## src/usb_irq_defines.svh

```systemverilog
`ifndef USB_IRQ_DEFINES_SVH
`define USB_IRQ_DEFINES_SVH

// Register byte offsets
`define OFS_CTRL 8'h00
`define OFS_ENABLE 8'h10
`define OFS_DISABLE 8'h14
`define OFS_MASK 8'h18
`define OFS_STATUS 8'h1C
`define OFS_CLEAR 8'h20

// Bit positions shared by mask and status; BIT_BUS_RESET_DONE is status only
`define BIT_EP0 0
`define BIT_SUSPEND 8
`define BIT_HOST_RESUME 9
`define BIT_EXT_RESUME 10
`define BIT_FRAME_START 11
`define BIT_BUS_RESET_DONE 12
`define BIT_WAKEUP 13

// Field layouts and reset values
`define MASK_VALID 32'h00002F3F
`define STATUS_VALID 32'h00003F3F
`define BUS_EVENT_BITS 32'h00003F00
`define MASK_RESET 32'h00000200
`define CTRL_VALID 32'h00000003
`define CTRL_RESET 32'h00000000
`define CTRL_REMOTE_WAKE 0
`define CTRL_RESUME_SEND 1
`define ZERO_WORD 32'h00000000

// Timing
`define CLK_FREQ_MHZ 10
`define SUSPEND_TIME_US 3000
`define RESUME_DRIVE_TIME_US 1000

`endif

```

## src/usb_irq_pkg.sv

```systemverilog
package usb_irq_pkg;
  // Bus power state, one-hot
  typedef enum logic [2:0] {
    st_active = 3'b001,
    st_suspended = 3'b010,
    st_driving_k = 3'b100
  } link_state_t;
endpackage

```

## src/usb_device_irq_status.sv

```systemverilog
`timescale 1ns/100ps
`default_nettype none
`include "usb_irq_defines.svh"

module usb_device_irq_status
  import usb_irq_pkg::*;
#(
  parameter int unsigned ADDR_W = 8,
  parameter int unsigned EP_NUM = 6,
  parameter int unsigned SUSPEND_CYCLES = `SUSPEND_TIME_US * `CLK_FREQ_MHZ,
  parameter int unsigned RESUME_DRIVE_CYCLES = `RESUME_DRIVE_TIME_US * `CLK_FREQ_MHZ
) (
  // Clock and reset
  input wire logic pclk,
  input wire logic presetn,
  // APB slave
  input wire logic psel,
  input wire logic penable,
  input wire logic pwrite,
  input wire logic [ADDR_W-1:0] paddr,
  input wire logic [31:0] pwdata,
  output logic [31:0] prdata,
  output logic pready,
  output logic pslverr,
  // Endpoint status flags, one bit per endpoint
  input wire logic [EP_NUM-1:0] setup_received,
  input wire logic [EP_NUM-1:0] bank0_received,
  input wire logic [EP_NUM-1:0] bank1_received,
  input wire logic [EP_NUM-1:0] in_transfer_done,
  input wire logic [EP_NUM-1:0] stall_acknowledged,
  // Bus event strobes from the serial engine
  input wire logic bus_activity,
  input wire logic host_resume_seen,
  input wire logic frame_start_seen,
  input wire logic bus_reset_seen,
  input wire logic bus_reset_done,
  // Asynchronous remote wake request
  input wire logic remote_wake_request,
  // Outputs
  output logic irq,
  output logic suspended,
  output logic send_k_state
);

  // Suspend and resume drive state
  link_state_t state_reg;
  // Shared idle / drive counter
  logic [31:0] cnt_reg;
  // Software registers
  logic [31:0] mask_reg;
  logic [31:0] status_reg;
  logic [31:0] ctrl_reg;
  logic [31:0] prdata_reg;
  logic irq_reg;
  // Wake request synchroniser and edge detect
  logic wake_sync1_reg;
  logic wake_sync2_reg;
  logic wake_sync3_reg;
  logic wake_rise;
  // Decoded bus strobes
  logic setup_phase;
  logic access;
  logic wr_access;
  logic rd_status;
  logic addr_ok;
  // Combined views
  logic [EP_NUM-1:0] endpoint_event;
  logic [31:0] pending_view;
  logic [31:0] read_mux;
  logic [31:0] event_set;
  logic [31:0] event_clr;
  logic suspend_event;
  logic external_resume_event;
  logic remote_wake_enable;
  logic resume_send_enable;
  logic idle_expired;
  logic drive_done;

  // Bus phases
  assign setup_phase = psel && !penable;
  assign access = psel && penable;
  assign wr_access = access && pwrite;
  assign rd_status = access && !pwrite && (paddr == `OFS_STATUS);

  // Zero wait states; unmapped addresses answer with an error
  assign pready = 1'b1;
  assign pslverr = access && !addr_ok;

  // Address decode
  always_comb begin
    unique case (paddr)
      `OFS_CTRL, `OFS_ENABLE, `OFS_DISABLE, `OFS_MASK, `OFS_STATUS, `OFS_CLEAR: begin
        addr_ok = 1'b1;
      end
      default: begin
        addr_ok = 1'b0;
      end
    endcase
  end

  // Control bits
  assign remote_wake_enable = ctrl_reg[`CTRL_REMOTE_WAKE];
  assign resume_send_enable = ctrl_reg[`CTRL_RESUME_SEND];

  // Endpoint flag is the live OR of its causes, so it only drops when firmware clears them
  assign endpoint_event = setup_received | bank0_received | bank1_received |
                          in_transfer_done | stall_acknowledged;

  // Status view: endpoint levels low, sticky bus events high
  always_comb begin
    pending_view = status_reg & `BUS_EVENT_BITS;
    pending_view[`BIT_EP0 +: EP_NUM] = endpoint_event;
  end

  // Read mux; write-only registers read as zero
  always_comb begin
    unique case (paddr)
      `OFS_CTRL: begin
        read_mux = ctrl_reg & `CTRL_VALID;
      end
      `OFS_MASK: begin
        read_mux = mask_reg & `MASK_VALID;
      end
      `OFS_STATUS: begin
        read_mux = pending_view & `STATUS_VALID;
      end
      default: begin
        read_mux = `ZERO_WORD;
      end
    endcase
  end

  // Read data is captured in the setup cycle and held through the access
  always_ff @(posedge pclk or negedge presetn) begin
    if (!presetn) begin
      prdata_reg <= `ZERO_WORD;
    end else if (setup_phase && !pwrite) begin
      prdata_reg <= read_mux;
    end
  end
  assign prdata = prdata_reg;

  // Control register
  always_ff @(posedge pclk or negedge presetn) begin
    if (!presetn) begin
      ctrl_reg <= `CTRL_RESET;
    end else if (wr_access && paddr == `OFS_CTRL) begin
      ctrl_reg <= pwdata & `CTRL_VALID;
    end
  end

  // Mask: set by enable writes, cleared by disable writes, never written directly
  always_ff @(posedge pclk or negedge presetn) begin
    if (!presetn) begin
      mask_reg <= `MASK_RESET;
    end else if (wr_access && paddr == `OFS_ENABLE) begin
      mask_reg <= mask_reg | (pwdata & `MASK_VALID);
    end else if (wr_access && paddr == `OFS_DISABLE) begin
      mask_reg <= mask_reg & ~(pwdata & `MASK_VALID);
    end
  end

  // Wake request: two flops, then a third for the edge
  always_ff @(posedge pclk or negedge presetn) begin
    if (!presetn) begin
      wake_sync1_reg <= 1'b0;
      wake_sync2_reg <= 1'b0;
      wake_sync3_reg <= 1'b0;
    end else begin
      wake_sync1_reg <= remote_wake_request;
      wake_sync2_reg <= wake_sync1_reg;
      wake_sync3_reg <= wake_sync2_reg;
    end
  end
  assign wake_rise = wake_sync2_reg && !wake_sync3_reg;

  // Link state events
  assign idle_expired = (state_reg == st_active) && !bus_activity &&
                        (cnt_reg == SUSPEND_CYCLES - 1);
  assign drive_done = (state_reg == st_driving_k) && (cnt_reg == RESUME_DRIVE_CYCLES - 1);
  assign suspend_event = idle_expired;
  assign external_resume_event = (state_reg == st_suspended) && wake_rise;

  // Suspend detection and resume drive sequencing
  always_ff @(posedge pclk or negedge presetn) begin
    if (!presetn) begin
      state_reg <= st_active;
    end else begin
      unique case (state_reg)
        st_active: begin
          // No traffic for the full idle time
          if (idle_expired) begin
            state_reg <= st_suspended;
          end
        end
        st_suspended: begin
          // Wake needs both enables, else only the flag is raised
          if (external_resume_event && remote_wake_enable && resume_send_enable) begin
            state_reg <= st_driving_k;
          end else if (bus_activity || host_resume_seen || bus_reset_seen) begin
            state_reg <= st_active;
          end
        end
        st_driving_k: begin
          // Host takes over the resume after our K
          if (drive_done) begin
            state_reg <= st_active;
          end
        end
      endcase
    end
  end

  // Counter restarts on activity and on every state change
  always_ff @(posedge pclk or negedge presetn) begin
    if (!presetn) begin
      cnt_reg <= 32'h00000000;
    end else if (bus_activity || idle_expired || drive_done ||
                 state_reg == st_suspended) begin
      cnt_reg <= 32'h00000000;
    end else begin
      cnt_reg <= cnt_reg + 32'h00000001;
    end
  end

  assign suspended = (state_reg == st_suspended);
  assign send_k_state = (state_reg == st_driving_k);

  // Sticky bus event sources
  always_comb begin
    event_set = `ZERO_WORD;
    event_set[`BIT_SUSPEND] = suspend_event;
    event_set[`BIT_HOST_RESUME] = host_resume_seen;
    event_set[`BIT_EXT_RESUME] = external_resume_event;
    event_set[`BIT_FRAME_START] = frame_start_seen;
    event_set[`BIT_BUS_RESET_DONE] = bus_reset_done;
    event_set[`BIT_WAKEUP] = host_resume_seen || bus_reset_seen;
  end

  // Clears: ones written to the clear register, or the bits a status read returned.
  // Clearing only what was read keeps an event that lands mid-read.
  always_comb begin
    event_clr = `ZERO_WORD;
    if (wr_access && paddr == `OFS_CLEAR) begin
      event_clr = pwdata & `BUS_EVENT_BITS;
    end else if (rd_status) begin
      event_clr = prdata_reg & `BUS_EVENT_BITS;
    end
  end

  // Set wins over a clear in the same cycle
  always_ff @(posedge pclk or negedge presetn) begin
    if (!presetn) begin
      status_reg <= `ZERO_WORD;
    end else begin
      status_reg <= ((status_reg & ~event_clr) | event_set) & `BUS_EVENT_BITS;
    end
  end

  // Interrupt level, registered: one cycle behind the status view
  always_ff @(posedge pclk or negedge presetn) begin
    if (!presetn) begin
      irq_reg <= 1'b0;
    end else begin
      irq_reg <= |(pending_view & mask_reg & `STATUS_VALID);
    end
  end
  assign irq = irq_reg;
endmodule

`default_nettype wire

```

## config.mk

```make
export PLATFORM = sky130hd
export DESIGN_NAME = usb_device_irq_status
export DESIGN_NICKNAME = d
export VERILOG_FILES = /design/src/usb_irq_pkg.sv /design/src/usb_device_irq_status.sv
export VERILOG_INCLUDE_DIRS = /design/src /design/src/src
export SDC_FILE = /design/constraint.sdc
export NUM_CORES = 1
export LEC_CHECK = 0
export BUFFER_PORTS_ARGS = -buffer_cell sky130_fd_sc_hd__clkbuf_2
export CAP_MARGIN = 40
export CORE_MARGIN = 5
export CORE_UTILIZATION = 35
export CTS_CLUSTER_SIZE = 25
export DETAILED_ROUTE_END_ITERATION = 6
export SLEW_MARGIN = 25
export SYNTH_ARGS = -nofsm -noshare
export SYNTH_HDL_FRONTEND = slang
export SYNTH_SLANG_ARGS = --single-unit
```

## constraint.sdc

```tcl
create_clock -name pclk -period 2.2 [get_ports pclk]
set_input_delay 0.11 -clock pclk [delete_from_list [all_inputs] [get_ports pclk]]
set_output_delay 0.11 -clock pclk [all_outputs]
set_load 0.01 [all_outputs]
```

### Word-level counts from Yosys, hierarchy flattened

Index checks and enable logic that the tools add are counted.

* flip-flop bits (word level): 111
* bits in latches: 0
* memory bits (writable): 0
* bits in read-only memories: 0
* input bits: 81
* output and inout bits: 37
* memories: 0

* $add $sub $neg: 1
* $mul: 0
* divide/modulo/power cells: 0
* $lt $le $gt $ge: 0
* equality and inequality tests: 13
* shift operators: 0
* multiplexer cells: 12
* bitwise gates (word level): 11
* reductions and logical operators: 34

Operators with widths (count)
* 2-to-1 mux 32 bit: 3
* one-hot mux 14 bit (3 select lines): 1
* adder 32 x 1 -> 32 bit (second input constant): 1
* AND 32 bit: 1
* equality test 32 x 14 -> 1 bit (second input constant): 1
* equality test 32 x 15 -> 1 bit (second input constant): 1
* equality test 8 x 5 -> 1 bit (second input constant): 4
* inverter 14 -> 32 bit: 1
* OR 32 x 14 -> 32 bit: 1
* AND 14 bit: 2
* 2-to-1 mux 14 bit: 2
* OR 6 bit: 4
* logical AND 1 bit: 18
* inverter 14 bit: 1
* OR 14 bit: 1
* 2-to-1 mux 3 bit: 4
* OR reduction 12 bit: 1
* one-hot mux 3 bit (3 select lines): 1
* equality test 8 x 6 -> 1 bit (second input constant): 1
* zero test 8 bit: 1
* logical OR 1 bit: 6
* OR reduction 6 bit: 1
* zero test 1 bit: 5
* equality test 3 x 1 -> 1 bit (second input constant): 1
* 8 further kinds: 8

### Logic depth before layout (Yosys ltp)

* word-level depth: 8
* depth in mapped cells: 7
* gate-level depth less buffers: 7

### Least setup slack after synthesis

No wires, ideal clock.

* path kind: register to register
* from: reg cnt_reg[28]
* to: reg cnt_reg[22]
* arrival: 1.568 ns
* data required time: 2.081 ns
* path slack: 0.513 ns
* cell stages (with the launch flop): 7
* path buffers: 1
* clock period less this slack: 1.687 ns
* cell sequence: dfrtp_1 > nor4_1 > nand4_1 > nor4_2 > a211o_2 > buf_4 > nor2_1

* longest elaborated chain between the ends: 6
* elaborated cells on any way between the ends: 8
* classes of those cells: eq/ne: 2; mux: 1; reduce/logical: 5

RTL lines
* from (decl): RTL line usb_device_irq_status.sv:48 `logic [31:0] cnt_reg;`
* from (signal assigned): RTL line usb_device_irq_status.sv:222 `cnt_reg <= cnt_reg + 32'h00000001;`
* equality test 32 x 15 -> 1 bit: RTL line usb_device_irq_status.sv:179 `(cnt_reg == SUSPEND_CYCLES - 1);`
* logical AND 1 bit: RTL line usb_device_irq_status.sv:178 `assign idle_expired = (state_reg == st_active) && !bus_activity &&`
* logical OR 1 bit: RTL line usb_device_irq_status.sv:218 `end else if (bus_activity || idle_expired || drive_done ||`
* logical OR 1 bit * (2 in series): RTL line usb_device_irq_status.sv:218
* 2-to-1 mux 32 bit *: RTL line usb_device_irq_status.sv:218

Mark *: on every way between the ends. The rest lies on a longest branch, timed or not.
A chain may end at the register's enable or synchronous reset.

### Worst setup path after layout

* from: reg cnt_reg[22]
* to: reg cnt_reg[13]

The elaborated chain is that of the path after synthesis.

==> metrics <==
outcome=finished, final reports clean; worst hold start=pwdata[5]; Synth async-reset ratio=100%; Slew Limit Headroom=around two thirds; pwr/cell area=about 670 nW/um^2; Clock Skew=between 0.01 and 0.015 ns; RePlAce Congestion=0.796; Tmin final=a little under 2 ns; Num CTS Buffers=9; Clock Path Buffers=2; period utilisation layout=87.6%; Fill cells=just over 1,000; setup bufs post-CTS=0; worst-path fanout max=32; Final HPWL DP=between 6000 and 7000 um; commonest non-fill, non-tap cell in the layout=clkbuf_2; net switching power=approximately 0.73 mW; drt pass-1 iters=4; Site Rows=37; Gate Count Post-Synth=385; vias in the first global route=roughly 3,000; routed len/inst=between 10 and 15 um; CTS tree=built; Syn Area/Cell=roughly 9.7 sq um; YS warnings=0; Initial Util=between 30% and 40%; sequential power share=about 46%; Vias/cell=slightly below 5; area delta synth->final=20.8%; DRC viols=0; CTS clk-pin slew, worst paths=around 0.080 ns; FF/Latch Area=1750 sq um; first-pass GRT wire length=14,900 um; CTS-repair resized insts=0; multi-input logic area=1780 sq um; kind of critical path=reg -> reg; GRT met2 Usage=between 20% and 30%; Area after DPL=roughly 4200 sq um; Mapped Area=3730 sq um; maximum clock rate=slightly above 500 MHz; min-delay worst type=in -> reg; Clk Latency, worst-skew pair=about 0.34 ns; sw frac=24.5%; die width=113 um; Top Ports=roughly 120; clock power share=a little over two fifths; max cap viols=0; startpoint types=flop; die height=~110 um; most frequent cells in the layout=clkbuf_2 (75), dfrtp_1 (68), nor2_1 (55); share of cells above drive strength 1=about a quarter; Core Region=roughly 10,000 sq um; Critical Path RT=2.42 ns; Seq/Total Area, Yosys=between 40 and 50%; grt met1 use=a little under a fifth; GRT Max-Usage Layer=met2; ANT cells=0; number of synthesized flops with an enable pin=0; Pleak=slightly above 2 nW; vias=3,007; Total GRT Usage=14.3%; setup TNS=0 ns; htree depth=3; total grt overflow=0; largest net degree at the start of global routing=roughly 70; R2R depth=6; RSZ-0062 raised after global routing=false; combinational share of power=between 10% and 20%; cell-internal power=about 2.3 mW; RR Startpoint=cnt_reg[22]$_DFF_PN0_; Most used DFF post-synth=dfrtp_1; initial antenna violation count=0; Starting DRT DRC Count=approximately 180; Hold Path Depth=3; Final Setup Violations=0; Max Slew Vio Count=0; count of input and output buffers=76; R2R Path End=cnt_reg[13]$_DFF_PN0_; Critical Path Sink Type=flop; r2r setup slk=about 0.27 ns; Synth Register Bits=70; Final Hold Viols=0; Least-Margin Pin Slew=0.504 ns; Final Net Count=about 550; final antenna-violating net count=0; die area=12,800 sq um; final instance area=~4500 sq um; CTS Sinks=70; routing usage on met3=between 3 and 4%; critical path arrival=around 2.2 ns; Final Routed Wirelength=between 8000 and 9000 um; Synth cell types=54; Worst VDD drop=~0.30 mV; CTS root buffer=clkbuf_8
[kinds of logic after synthesis]
kind of cell | Yosys count | share of synthesized area [%]
compound gates | 53 | 9.53
xor+xnor | 28 | 6.58
fa+ha+maj | 1 | 0.336
buf+inv | 44 | 7.15
flops | 70 | 47.0
mux | 13 | 3.79
other cells | 2 | 0.201
simple gates | 174 | 25.4
[critical path: stages, from the launching register on]
cell	delay, ns
dfrtp_1	0.42
nor4_1	0.36
nand4_1	0.18
nor4_2	0.37
a211o_2	0.21
buf_12	0.18
nor2_1	0.07
[routing by layer]
| metal | part of all wire (%) | routed length [um] |
|---|---|---|
| met1 | 45 | 3870 |
| met2 | 49 | 4260 |
| met3 | 4.7 | 409 |
| met4 | 1.1 | 99 |
| met5 | 0 | 0 |
[synthesized netlist by cell type, types with 9 or more instances]
cell | number | area share [%]
nor2_1 | 55 | 5.5
buf_4 | 25 | 5.0
inv_1 | 11 | 1.1
nand3_1 | 16 | 2.1
nand2_1 | 37 | 3.7
o21ai_0 | 15 | 2.0
xor2_1 | 9 | 2.1
dfrtp_1 | 68 | 46
nor4_1 | 11 | 1.8
a22oi_1 | 11 | 2.2
mux2_2 | 9 | 2.7
and3_1 | 9 | 1.5
xnor2_1 | 19 | 4.5
[power by group through the flow]
stage          clock (mW)  sequential (mW)  combinational [mW]
3_5_place_dp            0             1.40               0.360
5_1_grt              1.36             1.38               0.419
4_1_cts              1.30             1.37               0.370
6_report             1.26             1.37               0.363
3_3_place_gp            0             1.40               0.358
2_1_floorplan           0             1.39               0.233
[final cells by class]
type                    instances  area share [%]
repair buffers                 88            11.3
well taps                     136            3.78
inverters                      11           0.917
clock inverters                 5            2.36
multi-input cells             290            39.5
flip-flops and latches         70            39.0
clock buffers                  11            3.14
[how the worst max path moves through the flow]
stage                          start                  endpoint  slack (ns)
3_5_place_dp   cnt_reg[22]$_DFF_PN0_  state_reg[0]$_DFFE_PN1P_        0.23
6_report       cnt_reg[22]$_DFF_PN0_     cnt_reg[13]$_DFF_PN0_        0.27
3_3_place_gp   cnt_reg[29]$_DFF_PN0_  state_reg[2]$_DFFE_PN0P_        0.32
4_1_cts        cnt_reg[22]$_DFF_PN0_  state_reg[0]$_DFFE_PN1P_        0.20
5_1_grt        cnt_reg[20]$_DFF_PN0_  state_reg[0]$_DFFE_PN1P_        0.03
2_1_floorplan  cnt_reg[28]$_DFF_PN0_     cnt_reg[22]$_DFF_PN0_        0.51
[through the flow]
step	power, mW	hold WS (ns)	cells	util (%)	setup WS, ns
2_1_floorplan	1.62	-0.186	404	-	0.513
4_1_cts	3.04	0.0113	611	43.4	0.205
6_report	3.00	0.0191	611	43.4	0.274
3_3_place_gp	1.75	0.167	589	40.5	0.324
5_1_grt	3.16	0.00147	611	43.4	0.0285
3_5_place_dp	1.76	0.161	589	40.5	0.227
[timing repair]
| action | in CTS | in global routing |
|---|---|---|
| hold buffers | 6 | 0 |
| setup endpoints to repair | 0 | 0 |
| hold endpoints to repair | 73 | 0 |
Power figures use the tool's default switching activity.
